`config.mk`:
```
export PLATFORM = sky130hd
export DESIGN_NAME = vtiu_top
export DESIGN_NICKNAME = d
export VERILOG_FILES = /design/src/rtl/vtiu_pkg.sv /design/src/rtl/vtiu_top.sv
export SDC_FILE = /design/constraint.sdc
export NUM_CORES = 1
export LEC_CHECK = 0
export ABC_AREA = 0
export BUFFER_PORTS_ARGS = -buffer_cell sky130_fd_sc_hd__buf_2
export CAP_MARGIN = 15
export CORE_ASPECT_RATIO = 0.9
export CORE_MARGIN = 10
export CORE_UTILIZATION = 40
export CTS_CLUSTER_SIZE = 20
export DETAILED_ROUTE_END_ITERATION = 6
export PLACE_DENSITY = 0.7
export SLEW_MARGIN = 20
export SYNTH_ARGS = -nofsm -noshare
export SYNTH_HDL_FRONTEND = slang
export SYNTH_SLANG_ARGS = --single-unit
export TNS_END_PERCENT = 30
```
`constraint.sdc`:
```
create_clock -name sys_clk -period 3.65 [get_ports sys_clk]
set_clock_uncertainty 0.05 [all_clocks]
set_input_delay 0.365 -clock sys_clk [delete_from_list [all_inputs] [get_ports sys_clk]]
set_output_delay 0.365 -clock sys_clk [all_outputs]
set_load 0.02 [all_outputs]
```
`src/rtl/vtiu_pkg.sv`:
```
package vtiu_pkg;
  // Source count and fixed order positions
  localparam int          NUM_SRC      = 22;
  localparam logic [4:0]  SRC_EXT0     = 5'h00;
  localparam logic [4:0]  SRC_TIMER2   = 5'h05;
  localparam logic [4:0]  SRC_CNT_ARR  = 5'h09;
  localparam logic [4:0]  SRC_CMP0_F   = 5'h0A;
  localparam logic [4:0]  SRC_CMP0_R   = 5'h0B;
  localparam logic [4:0]  SRC_CONV     = 5'h0F;
  localparam logic [4:0]  SRC_UNUSED   = 5'h14;
  localparam logic [4:0]  SRC_XTAL     = 5'h15;
  // Vector layout
  localparam logic [15:0] VEC_RESET    = 16'h0000;
  localparam logic [15:0] VEC_BASE     = 16'h0003;
  localparam logic [15:0] VEC_LAST     = 16'h00AB;
  localparam int          VEC_STEP_LG2 = 3;
  // Peripheral flag bit positions inside their control registers, and the global enable bit of en0
  localparam int          BIT_EXT0_FLG = 1;
  localparam int          BIT_T2_FLG   = 7;
  localparam int          BIT_CA_OVF   = 7;
  localparam int          BIT_CMP_FALL = 4;
  localparam int          BIT_CMP_RISE = 5;
  localparam int          BIT_CONV_FLG = 5;
  localparam int          BIT_GLOBAL   = 7;
  // Register byte addresses
  localparam logic [5:0]  ADDR_EN0     = 6'h00;
  localparam logic [5:0]  ADDR_IE1     = 6'h04;
  localparam logic [5:0]  ADDR_IE2     = 6'h08;
  localparam logic [5:0]  ADDR_IP0     = 6'h0C;
  localparam logic [5:0]  ADDR_IP1     = 6'h10;
  localparam logic [5:0]  ADDR_IP2     = 6'h14;
  localparam logic [5:0]  ADDR_PEND    = 6'h18;
  localparam logic [5:0]  ADDR_SVC     = 6'h1C;
  localparam logic [5:0]  ADDR_STAT    = 6'h20;
  localparam logic [5:0]  ADDR_MASK    = 6'h24;
  // Reset values
  localparam logic [7:0]  RST_ENABLE   = 8'h00;
  localparam logic [7:0]  RST_PRIO     = 8'h00;
  localparam logic [1:0]  RST_EVENT    = 2'h0;
  // Event bits of the status register
  localparam int          EV_GRANT     = 0;
  localparam int          EV_PREEMPT   = 1;
  // Core latency figures, in system clocks
  localparam int          DETECT_CYC   = 1;
  localparam int          CALL_CYC     = 4;
  localparam int          BEST_CYC     = DETECT_CYC + CALL_CYC;
endpackage

```
`src/rtl/vtiu_top.sv`:
```
`timescale 1ns/1ps
// Function
// - External interrupt zero: vector 0x0003, order 0
// - Vectors eight bytes apart, up to 0x00AB
// - Timer-2 overflow: vector 0x002B, order 5
// - Counter array: overflow or capture flags, 0x004B
// - Comparator 0 fall/rise sources at 0x0053/0x005B
// - Conversion done: vector 0x007B, order 15
// - Each source low or high priority
// - One priority bit per source
// - High preempts low; high never preempted
// - Priority bits reset to low
// - Higher level wins simultaneous requests
// - Same level: lowest order position wins
// - Flags sampled and decoded every clock
// - Best case: one detect, four call clocks
// - After return, one instruction before call
// - Worst case eighteen clocks
// - Equal or lower waits for return plus one
module vtiu_top
  import vtiu_pkg::*;
#(
  parameter int NUM_CC = 5           // Capture/compare modules
) (
  input  wire logic              sys_clk,
  input  wire logic              rst,
  // Avalon-MM slave
  input  wire logic [5:0]        avs_address,
  input  wire logic              avs_read,
  input  wire logic              avs_write,
  input  wire logic [31:0]       avs_writedata,
  input  wire logic [3:0]        avs_byteenable,
  output logic      [31:0]       avs_readdata,
  output logic                   avs_waitrequest,
  // Peripheral control registers holding flags, plus direct flag inputs
  input  wire logic [7:0]        timer_ctrl_reg,
  input  wire logic [7:0]        timer2_ctrl_reg,
  input  wire logic [7:0]        counter_array_ctrl_reg,
  input  wire logic [7:0]        comp0_ctrl_reg,
  input  wire logic [7:0]        converter_ctrl_reg,
  input  wire logic              crystal_valid_flag,
  input  wire logic [NUM_SRC-1:0] other_src_flags,
  // Processor core side
  input  wire logic              long_call,
  input  wire logic              return_from_interrupt,
  input  wire logic              instr_done,
  output logic                   irq_req,
  output logic                   irq_high,
  output logic      [15:0]       irq_vector,
  output logic      [4:0]        irq_src,
  output logic                   irq_out
);

  // Lowest set bit, with a found flag in bit 5
  function automatic logic [5:0] first_set(input logic [NUM_SRC-1:0] v);
    logic [5:0] r;
    r = 6'h00;
    for (int i = NUM_SRC - 1; i >= 0; i--) begin
      if (v[i]) begin
        r = {1'b1, 5'(i)};
      end
    end
    return r;
  endfunction

  // Vector address of an order position
  function automatic logic [15:0] vec_of(input logic [4:0] idx);
    return VEC_BASE + (16'(idx) << VEC_STEP_LG2);
  endfunction

  // Software registers
  logic [7:0]  en0_reg, ie1_reg, ie2_reg; // Enables, global in en0 bit 7
  logic [7:0]  ip0_reg, ip1_reg, ip2_reg; // Priority selects, 1 = high
  logic [1:0]  stat_reg;                  // Sticky events
  logic [1:0]  mask_reg;                  // Event mask
  // Service tracking
  logic        act_lo_reg;                // Low routine in service
  logic        act_hi_reg;                // High routine in service
  logic        hold_reg;                  // Return seen, one more instr
  logic        ack_reg;                   // Bus answer phase
  logic        irq_req_next, irq_high_next;

  // Raw pending flags by order position
  logic [NUM_SRC-1:0] pend_w;
  always_comb begin
    pend_w = other_src_flags;
    pend_w[SRC_EXT0]    = timer_ctrl_reg[BIT_EXT0_FLG];
    pend_w[SRC_TIMER2]  = timer2_ctrl_reg[BIT_T2_FLG];
    pend_w[SRC_CNT_ARR] = counter_array_ctrl_reg[BIT_CA_OVF]
                        | (|counter_array_ctrl_reg[NUM_CC-1:0]);
    pend_w[SRC_CMP0_F]  = comp0_ctrl_reg[BIT_CMP_FALL];
    pend_w[SRC_CMP0_R]  = comp0_ctrl_reg[BIT_CMP_RISE];
    pend_w[SRC_CONV]    = converter_ctrl_reg[BIT_CONV_FLG];
    pend_w[SRC_UNUSED]  = 1'b0;       // Unused slot never requests
    pend_w[SRC_XTAL]    = crystal_valid_flag;
  end

  // Enable and priority maps in order-position layout
  wire [NUM_SRC-1:0] en_w   = {ie2_reg, ie1_reg, en0_reg[5:0]};
  wire [NUM_SRC-1:0] prio_w = {ip2_reg, ip1_reg, ip0_reg[5:0]};
  wire               glob_w = en0_reg[BIT_GLOBAL];
  wire [NUM_SRC-1:0] hi_cand = pend_w & en_w & prio_w;
  wire [NUM_SRC-1:0] lo_cand = pend_w & en_w & ~prio_w;
  wire [5:0]         hi_win  = first_set(hi_cand);
  wire [5:0]         lo_win  = first_set(lo_cand);

  // Admission: hi only when no hi active, lo only when idle
  wire hi_ok  = hi_win[5] & ~act_hi_reg;
  wire lo_ok  = lo_win[5] & ~act_hi_reg & ~act_lo_reg;
  wire gate_w = glob_w & ~hold_reg & ~long_call;
  wire [4:0] win_src = hi_ok ? hi_win[4:0] : lo_win[4:0];

  always_comb begin
    irq_req_next  = gate_w & (hi_ok | lo_ok);
    irq_high_next = hi_ok;
  end

  // Decode registered every cycle: one detect clock
  always_ff @(posedge sys_clk) begin
    if (rst) begin
      irq_req    <= 1'b0;
      irq_high   <= 1'b0;
      irq_src    <= 5'h00;
      irq_vector <= VEC_RESET;
    end else begin
      irq_req    <= irq_req_next;
      irq_high   <= irq_high_next;
      irq_src    <= win_src;
      irq_vector <= vec_of(win_src);
    end
  end

  // Level stack: call pushes, return pops the top level
  always_ff @(posedge sys_clk) begin
    if (rst) begin
      act_lo_reg <= 1'b0;
      act_hi_reg <= 1'b0;
    end else if (long_call && irq_req) begin
      act_hi_reg <= act_hi_reg | irq_high;
      act_lo_reg <= act_lo_reg | ~irq_high;
    end else if (return_from_interrupt) begin
      if (act_hi_reg) begin
        act_hi_reg <= 1'b0;
      end else begin
        act_lo_reg <= 1'b0;
      end
    end
  end

  // One instruction must retire after a return
  // A retire in the return cycle is ignored; the hold still sets
  always_ff @(posedge sys_clk) begin
    if (rst) begin
      hold_reg <= 1'b0;
    end else if (return_from_interrupt) begin
      hold_reg <= 1'b1;
    end else if (instr_done) begin
      hold_reg <= 1'b0;
    end
  end

  // Bus decode; one wait state so read data can be registered
  wire        bus_req  = avs_read | avs_write;
  wire        wr_take  = avs_write & ack_reg;
  wire        lane0    = avs_byteenable[0];
  wire [7:0]  wd       = avs_writedata[7:0];
  wire        wr_en0   = wr_take & lane0 & (avs_address == ADDR_EN0);
  wire        wr_ie1   = wr_take & lane0 & (avs_address == ADDR_IE1);
  wire        wr_ie2   = wr_take & lane0 & (avs_address == ADDR_IE2);
  wire        wr_ip0   = wr_take & lane0 & (avs_address == ADDR_IP0);
  wire        wr_ip1   = wr_take & lane0 & (avs_address == ADDR_IP1);
  wire        wr_ip2   = wr_take & lane0 & (avs_address == ADDR_IP2);
  wire        wr_stat  = wr_take & lane0 & (avs_address == ADDR_STAT);
  wire        wr_mask  = wr_take & lane0 & (avs_address == ADDR_MASK);
  assign avs_waitrequest = bus_req & ~ack_reg;

  // Answer phase toggles so every access takes two edges
  always_ff @(posedge sys_clk) begin
    if (rst) begin
      ack_reg <= 1'b0;
    end else begin
      ack_reg <= bus_req & ~ack_reg;
    end
  end

  // Enable and priority storage
  always_ff @(posedge sys_clk) begin
    if (rst) begin
      en0_reg <= RST_ENABLE;
      ie1_reg <= RST_ENABLE;
      ie2_reg <= RST_ENABLE;
      ip0_reg <= RST_PRIO;
      ip1_reg <= RST_PRIO;
      ip2_reg <= RST_PRIO;
    end else begin
      if (wr_en0) en0_reg <= wd;
      if (wr_ie1) ie1_reg <= wd;
      if (wr_ie2) ie2_reg <= wd;
      if (wr_ip0) ip0_reg <= wd;
      if (wr_ip1) ip1_reg <= wd;
      if (wr_ip2) ip2_reg <= wd;
    end
  end

  // Events: grant taken, and high grant over a low routine
  wire [1:0] ev_w = {long_call & irq_req & irq_high & act_lo_reg,
                     long_call & irq_req};
  wire [1:0] clr_w = wr_stat ? wd[1:0] : 2'b00;

  // Sticky status, set beats write-one clear
  always_ff @(posedge sys_clk) begin
    if (rst) begin
      stat_reg <= RST_EVENT;
      mask_reg <= RST_EVENT;
    end else begin
      stat_reg <= (stat_reg & ~clr_w) | ev_w;
      if (wr_mask) mask_reg <= wd[1:0];
    end
  end

  // Level interrupt from unmasked sticky events
  always_ff @(posedge sys_clk) begin
    if (rst) begin
      irq_out <= 1'b0;
    end else begin
      irq_out <= |(((stat_reg & ~clr_w) | ev_w) & mask_reg);
    end
  end

  // Read mux; unmapped addresses read zero
  logic [31:0] rd_w;
  always_comb begin
    case (avs_address)
      ADDR_EN0:  rd_w = {24'h000000, en0_reg};
      ADDR_IE1:  rd_w = {24'h000000, ie1_reg};
      ADDR_IE2:  rd_w = {24'h000000, ie2_reg};
      ADDR_IP0:  rd_w = {24'h000000, ip0_reg};
      ADDR_IP1:  rd_w = {24'h000000, ip1_reg};
      ADDR_IP2:  rd_w = {24'h000000, ip2_reg};
      ADDR_PEND: rd_w = {10'h000, pend_w};
      ADDR_SVC:  rd_w = {19'h00000, irq_src, 4'h0, irq_req,
                         hold_reg, act_hi_reg, act_lo_reg};
      ADDR_STAT: rd_w = {30'h00000000, stat_reg};
      ADDR_MASK: rd_w = {30'h00000000, mask_reg};
      default:   rd_w = 32'h00000000;
    endcase
  end

  // Read data registered in the wait cycle, stands in answer
  always_ff @(posedge sys_clk) begin
    if (rst) begin
      avs_readdata <= 32'h00000000;
    end else if (avs_read && !ack_reg) begin
      avs_readdata <= rd_w;
    end
  end
endmodule // vtiu_top

```
**Word-level counts from Yosys, hierarchy flattened**

Index checks and enable logic that the tools add are counted.

- Register bits after elaboration: 112
- Latch bits: 0
- Memory bits (writable): 0
- ROM bits: 0
- Memories kept: 0

- Add/sub/neg operators: 1
- $mul: 0
- Divide/modulo/power cells: 0
- $lt $le $gt $ge: 0
- Eq/ne operators: 10
- Shifts and indexed selects: 0
- Mux-type cells: 54
- Bitwise operators: 39
- Reductions and logical operators: 9

Operators with widths:

| operator | number |
|---|---|
| $mux W6 | 44 |
| $pmux W22 S10 | 1 |
| $and A22 B22 Y22 | 3 |
| $eq A6 B5 Y1 const B | 4 |
| $not A22 Y22 | 1 |
| $and A1 B1 Y1 | 20 |
| $eq A6 B4 Y1 const B | 2 |
| $eq A6 B6 Y1 const B | 2 |
| $add A2 B8 Y9 const A | 1 |
| $mux W1 | 7 |
| $eq A6 B3 Y1 const B | 1 |
| $logic_not A6 Y1 | 1 |
| $not A1 Y1 | 6 |
| $mux W5 | 1 |
| $or A1 B1 Y1 | 5 |
| $reduce_or A5 Y1 | 1 |
| $and A2 B2 Y2 | 2 |
| $reduce_bool A2 Y1 | 2 |
| $logic_and A1 B1 Y1 | 2 |
| $mux W2 | 1 |
| $ne A2 B1 Y1 const B | 1 |
| $not A2 Y2 | 1 |
| $or A2 B2 Y2 | 1 |
| $reduce_and A2 Y1 | 1 |
| other kinds (2) | 2 |

**Logic depth before layout (Yosys ltp)**

Gate-level depths: netlist (run 1).

- Word-level depth: 30
- Mapped depth: 9

**Worst setup path after synthesis (run 1)**

OpenSTA, ideal clock, no wires.

- Kind: input -> register
- From: input port counter_array_ctrl_reg[1]
- To: register irq_src[0]
- Data arrival time: 1.655 ns
- Slack: 1.857 ns
- Stages on the path: 6
- Buffers on the path: 0
- Cells stage by stage: nor4_4 o211ai_2 nor3_4 a31oi_4 a41o_1 a311oi_2

- Longest elaborated chain between the ends: 16
- Elaborated cells between the ends (all ways): 27
- Those cells by class: mux: 21; bitwise: 5; reduce/logical: 1

Ends and longest elaborated chain:

| item | RTL line | source |
|---|---|---|
| start, declared | vtiu_top.sv:38 | `input wire logic [7:0] counter_array_ctrl_reg,` |
| $reduce_or A5 Y1 (*) | vtiu_top.sv:90 | `\| (\|counter_array_ctrl_reg[NUM_CC-1:0]);` |
| $or A1 B1 Y1 (*) | vtiu_top.sv:90 |  |
| $and A22 B22 Y22 (*) | vtiu_top.sv:102, vtiu_top.sv:103 |  |
| $and A22 B22 Y22 | vtiu_top.sv:102 | `wire [NUM_SRC-1:0] hi_cand = pend_w & en_w & prio_w;` |
| $mux W6 (10 in a row) | vtiu_top.sv:59 | `if (v[i]) begin` |
| $and A1 B1 Y1 | vtiu_top.sv:108 | `wire hi_ok = hi_win[5] & ~act_hi_reg;` |
| $mux W5 (*) | vtiu_top.sv:111 | `wire [4:0] win_src = hi_ok ? hi_win[4:0] : lo_win[4:0];` |
| end signal, assigned | vtiu_top.sv:128 | `irq_src <= win_src;` |
| end, declared | vtiu_top.sv:50 | `output logic [4:0] irq_src,` |

Mark *: on every way between the ends. The rest lies on a longest branch, timed or not.
A chain may end at the register's enable or synchronous reset.

**Worst setup path in the final report (run 1)**

- From: register ack_reg
- To: register avs_readdata[8]

- Longest elaborated chain between the ends: 2

Ends and longest elaborated chain:

| item | RTL line | source |
|---|---|---|
| start, declared | vtiu_top.sv:80 | `logic ack_reg;` |
| start signal, assigned | vtiu_top.sv:182 | `ack_reg <= bus_req & ~ack_reg;` |
| $logic_not A1 Y1 | vtiu_top.sv:253 | `end else if (avs_read && !ack_reg) begin` |
| $logic_and A1 B1 Y1 | vtiu_top.sv:253 |  |
| end signal, assigned | vtiu_top.sv:254 | `avs_readdata <= rd_w;` |
| end, declared | vtiu_top.sv:33 | `output logic [31:0] avs_readdata,` |

No other way between the ends.

==> results.sh, run 1 <==
export IMPL_ys_seq_area_frac=0.378
export IMPL_yosys_warnings=0
export IMPL_syn_area_per_cell_sq_um=7.73
export IMPL_final_cell_area_sq_um=5320
export IMPL_grt_pass1_vias=4605
export IMPL_layout_drive_gt1_share=0.195
export IMPL_cts_clk_slew_worst_paths_ns=0.06
export IMPL_synth_edff_count=0
export IMPL_via_per_inst=5.78
export IMPL_largest_reg_flops=21
export IMPL_placed_area_sq_um=4990
export IMPL_post_cts_resized=0
export IMPL_yosys_top_cells_area="dfxtp_1 38%, nand2_1 8.2%, nand3_1 8.1%"
export IMPL_dr_max_layer_used="met4"
export IMPL_syn_area_sq_um=4560
export IMPL_area_delta_synth_final_pct=16.7
export IMPL_post_route_util=0.484
export IMPL_reg2reg_depth=7
export IMPL_final_nets=769
export IMPL_status="finished, final reports clean"
export IMPL_antenna_found_initial=0
export IMPL_finalCritPeriodShare=0.580
export IMPL_num_vias=4701
export IMPL_min_path_type="primary input to flip-flop"
export IMPL_final_common_cell="nand2_1"
export IMPL_leakage_nw=2.05
export IMPL_crit_arrival_ns=2.34
export IMPL_ys_flop_type="dfxtp_1"
export IMPL_slowest_stage="and2_1"
export IMPL_async_flop_share=0
export IMPL_wl_met2_um=7280
export IMPL_fmax_mhz=473
export IMPL_htreeDepth=3
export IMPL_die_h_um=121
export IMPL_dp_hpwl_um=12700
export IMPL_io_pin_count=169
export IMPL_ctsHoldBuffers=0
export IMPL_rsz0062_at_grt="no"
export IMPL_die_w_um=132
export IMPL_drt_pass1_iter_count=5
export IMPL_ys_seq_elements=86
export IMPL_min_path_cells=3
export IMPL_cts_path_max_buffers=2
export IMPL_maxSlewViolCount=0
export IMPL_track_usage=0.204
export IMPL_die_area_sq_um=16100
export IMPL_rrSetupSlack_ns=1.53
export IMPL_top_register="avs_readdata"
export IMPL_start_util=0.415
export IMPL_hold_viol=0
export IMPL_worstPathMaxFanout=22
export IMPL_regToRegStartpoint="ack_reg$_SDFF_PP0_"
export IMPL_grt_pass1_wl_um=25700
export IMPL_yosysTopAreaCellShare=0.378
export IMPL_cts_buffers_inserted=9
export IMPL_crit_path_end_kind="flip-flop"
export IMPL_yosysUniqueCellTypes=63
export IMPL_final_cell_mix="100 x nand2_1, 86 x dfxtp_1, 84 x buf_2"
export IMPL_insertion_delay_ns=0.36
export IMPL_syn_inst=589
export IMPL_critPathKind="flip-flop to flip-flop"
export IMPL_grt_ovfl_total=0
export IMPL_cts_root_buf="clkbuf_16"
export IMPL_diodes=0
export IMPL_wl_met3_um=1660
export IMPL_maxCapViolations=0
export IMPL_wl_per_cell_um=20.4
export IMPL_cp_cell_sequence="nand2b_1 > buf_4 > nor4b_4 > buf_4 > and2_1 > a222oi_1 > nor2_1"
export IMPL_slew_headroom=0.484
export IMPL_cts_sinks=86
export IMPL_rows=36
export IMPL_drt_met1_wl_um=7230
export IMPL_start_kind="flip-flop"
export IMPL_core_area_sq_um=11000
export IMPL_routed_wl_um=16600
export IMPL_crit_top_cell="buf_4"
export IMPL_antenna_left=0
export IMPL_period_minus_slack_ns=2.12
export IMPL_io_buffers=84
export IMPL_grt_max_degree=51
export IMPL_gp_congestion=0.923
export IMPL_setup_viol=0
export IMPL_tightest_slew_ns=0.774
export IMPL_cts_tree="done"
export IMPL_critPathMaxStageDelay_ns=0.53
export IMPL_max_vdd_ir_drop_mv=0.224
export IMPL_crit_path_start="ack_reg$_SDFF_PP0_"
export IMPL_yosys_area_top_type="dfxtp_1"
export IMPL_total_power_w=0.00209
export IMPL_r2r_end="avs_readdata[8]$_SDFFE_PP0P_"
export IMPL_critical_path_endpoint="avs_readdata[8]$_SDFFE_PP0P_"
export IMPL_cts_setup_buffers=0
export IMPL_p_per_area_nw_per_um2=393
export IMPL_drc_errors=0
export IMPL_crit_required_ns=3.88
export IMPL_drt_iter0_drc=592
export IMPL_fin_setup_tns_ns=0
cell usage after synthesis (8+ instances only):
library cell / number
buf_2: 8
a21oi_1: 66
nand3_1: 74
nand4_1: 11
o21ai_0: 11
nand2_1: 100
nor2_1: 43
dfxtp_1: 86
nand3b_1: 9
buf_4: 27
nor3_1: 8
clkbuf_1: 20
a22oi_1: 35
where the power goes:
part | internal, W | switching [W]
Sequential | 0.000941 | 0.00000259
Clock | 0.000617 | 0.000393
Combinational | 0.0000331 | 0.000104
critical path, delay by kind of cell (launching register included):
kind | cells | cell delay (ns)
compound gates | 1 | 0.19
buf+inv | 2 | 0.45
flops | 1 | 0.33
simple gates | 4 | 1.04
logic make-up after synthesis:
kind of cell,count (synthesis),synth area share
mux,2,0.00439
flops,86,0.378
buf+inv,60,0.0742
simple gates,285,0.316
compound gates,154,0.224
other cells,1,0.000823
xor+xnor,1,0.00192
how the worst min path moves through the flow:
stage                                             from                      endpoint  slack, ns
after global routing                 timer_ctrl_reg[1]         irq_src[0]$_SDFF_PP0_       0.21
after global placement    avs_readdata[0]$_SDFFE_PP0P_  avs_readdata[0]$_SDFFE_PP0P_       0.39
after floorplan                     ack_reg$_SDFF_PP0_            ack_reg$_SDFF_PP0_       0.38
after CTS                        return_from_interrupt         hold_reg$_SDFFE_PP0P_       0.20
after detailed placement  avs_readdata[0]$_SDFFE_PP0P_  avs_readdata[0]$_SDFFE_PP0P_       0.40
final                            return_from_interrupt         hold_reg$_SDFFE_PP0P_       0.20
metal layers:
layer  GRT usage  up-vias
li1            -     2243
met2       0.307      202
met3      0.0708       27
met4      0.0687        0
met5           0        -
met1       0.265     2229
metrics by stage:
stage	setup WS (ns)	hold slack, ns	instances
finish	1.53	0.204	813
global route	1.36	0.214	813
CTS	1.56	0.199	813
detailed placement	1.51	0.397	798
global placement	1.48	0.392	798
floorplan	1.86	0.382	608
area by class of cell:
cell class	instances	area [sq um]
inverter	3	11.3
multi-input combinational	462	2570
clock inverter	5	82.6
clock buffer	10	239
timing repair buffer	95	503
sequential	86	1720
tap	152	190
fill	1136	5670
Note: power is estimated with default switching activity, not from simulation.
==> run 2: changes to the inputs <==
PLACE_DENSITY = 0.73   (was 0.7)
clock period = 1.8 ns   (was 3.65 ns; I/O delays follow)
==> results.sh, run 2 (synthesis gave the netlist of run 1 again) <==
export IMPL_status="finished, violations left"
export IMPL_violations="negative setup slack"
export IMPL_final_cell_mix="107 x buf_4, 99 x nand2_1, 84 x buf_2"
export IMPL_place_inst=895
export IMPL_dp_hpwl_um=14100
export IMPL_drt_pass1_iter_count=6
export IMPL_drt_iter0_drc=670
export IMPL_critPathKind="flip-flop to flip-flop"
export IMPL_io_pin_count=169
export IMPL_largest_reg_flops=21
export IMPL_post_route_util=0.574
export IMPL_gp_congestion=0.948
export IMPL_grt_ovfl_total=0
export IMPL_leakage_nw=2.63
export IMPL_antenna_left=0
export IMPL_cts_clk_slew_worst_paths_ns=0.07
export IMPL_fin_cells=916
export IMPL_diodes=0
export IMPL_layout_drive_gt1_share=0.360
export IMPL_maxCapViolations=0
export IMPL_cts_buffers_inserted=9
export IMPL_maxSlewViolCount=0
export IMPL_hold_ws_ns=0.00861
export IMPL_drt_met1_wl_um=8050
export IMPL_area_delta_synth_final_pct=38.4
export IMPL_hold_viol=0
export IMPL_routed_wl_um=18100
export IMPL_dr_max_layer_used="met4"
export IMPL_rows=36
export IMPL_top_register="avs_readdata"
export IMPL_grt_pass1_vias=4972
export IMPL_finalCritPeriodShare=1.01
export IMPL_start_util=0.415
export IMPL_final_nets=871
export IMPL_num_vias=5184
export IMPL_via_per_inst=5.66
export IMPL_die_area_sq_um=16100
export IMPL_crit_path_end_kind="flip-flop"
export IMPL_worstPathMaxFanout=6
export IMPL_wl_met2_um=8190
export IMPL_die_h_um=121
export IMPL_final_fill_count=1040
export IMPL_grt_pass1_wl_um=27500
export IMPL_p_per_area_nw_per_um2=647
export IMPL_cts_tree="done"
export IMPL_wl_per_cell_um=19.8
export IMPL_ctsHoldBuffers=0
export IMPL_period_minus_slack_ns=1.83
export IMPL_cts_path_max_buffers=2
export IMPL_drc_errors=0
export IMPL_io_buffers=84
export IMPL_start_kind="flip-flop"
export IMPL_insertion_delay_ns=0.35
export IMPL_wl_met3_um=1560
export IMPL_total_power_w=0.00408
export IMPL_final_common_cell="buf_4"
export IMPL_htreeDepth=3
export IMPL_die_w_um=132
export IMPL_crit_arrival_ns=2.02
export IMPL_cts_sinks=86
export IMPL_max_vdd_ir_drop_mv=0.454
export IMPL_core_area_sq_um=11000
export IMPL_grt_max_degree=53
export IMPL_track_usage=0.216
export IMPL_min_path_type="primary input to flip-flop"
export IMPL_antenna_found_initial=0
export IMPL_slew_headroom=0.619
export IMPL_cts_root_buf="clkbuf_16"
export IMPL_pre_cts_ws_ns=-0.272
export IMPL_setup_viol=3
export IMPL_rsz0062_at_grt="yes"
export IMPL_tightest_slew_ns=0.571
export IMPL_crit_required_ns=1.99
export IMPL_setup_ws_ns=-0.0263
export IMPL_fmax_mhz=548
-- run 2: cell count changes in the layout (fill, tap and decap cells not counted), moves of 5 or more --
| cell | previous run | this run |
|---|---|---|
| buf_12 | 0 | 5 |
| buf_4 | 11 | 107 |
| dfxtp_1 | 86 | 69 |
| dfxtp_2 | 0 | 17 |
| nand3_1 | 74 | 67 |
| nand3_2 | 0 | 7 |
-- run 2: per-stage QoR --
| step | setup TNS [ns] | cell area [sq um] |
|---|---|---|
| CTS | -0.0905 | 6200 |
| detailed placement | -0.472 | 5790 |
| floorplan | 0 | 4630 |
| finish | -0.0458 | 6300 |
| global route | -0.332 | 6300 |
| global placement | -0.442 | 5790 |
-- run 2: report_power, final --
part,switching (W),internal [W],leakage (nW)
clock network,0.000778,0.00107,0.146
logic,0.000225,0.0000912,1.78
registers,0.00000508,0.00191,0.702
-- run 2: worst paths after layout --
check	cells past startpoint	slack, ns	from	to
max	8	-0.03	en0_reg[1]$_SDFFE_PP0P_	irq_src[2]$_SDFF_PP0_
min	3	0.009	return_from_interrupt	hold_reg$_SDFFE_PP0P_
max reg2reg	8	-0.03	en0_reg[1]$_SDFFE_PP0P_	irq_src[2]$_SDFF_PP0_
min reg2reg	2	0.41	ie2_reg[6]$_SDFFE_PP0P_	ie2_reg[6]$_SDFFE_PP0P_
-- run 2: repair_timing --
item	CTS	global route
gates resized for setup	29	21
hold endpoints to repair	0	0
pin swaps	6	11
setup endpoints to repair	5	7
cloned	0	0
setup buffers	4	2
-- run 2: cell type report --
cell class | instances | area [sq um] | area share
clock inverters | 6 | 62.6 | 0.00992
multi-input cells | 462 | 2730 | 0.434
clock buffers | 10 | 229 | 0.0363
inverters | 3 | 11.3 | 0.00179
well taps | 152 | 190 | 0.0302
repair buffers | 197 | 1340 | 0.212
flip-flops and latches | 86 | 1740 | 0.276
-- run 2: per-layer routing --
| metal | global-route usage | up-vias |
|---|---|---|
| met3 | 0.0600 | 24 |
| met1 | 0.286 | 2475 |
| met4 | 0.0680 | 0 |
| met5 | 0 | - |
| li1 | - | 2448 |
| met2 | 0.334 | 237 |
-- run 2: worst max-delay path, cell delays in order, from the launching register on --
cell	delay, ns
dfxtp_2	0.32
nand3_2	0.09
nand4_1	0.20
nor4_4	0.40
a31oi_4	0.20
buf_6	0.17
o41ai_4	0.04
nor2_1	0.08
o21a_1	0.17
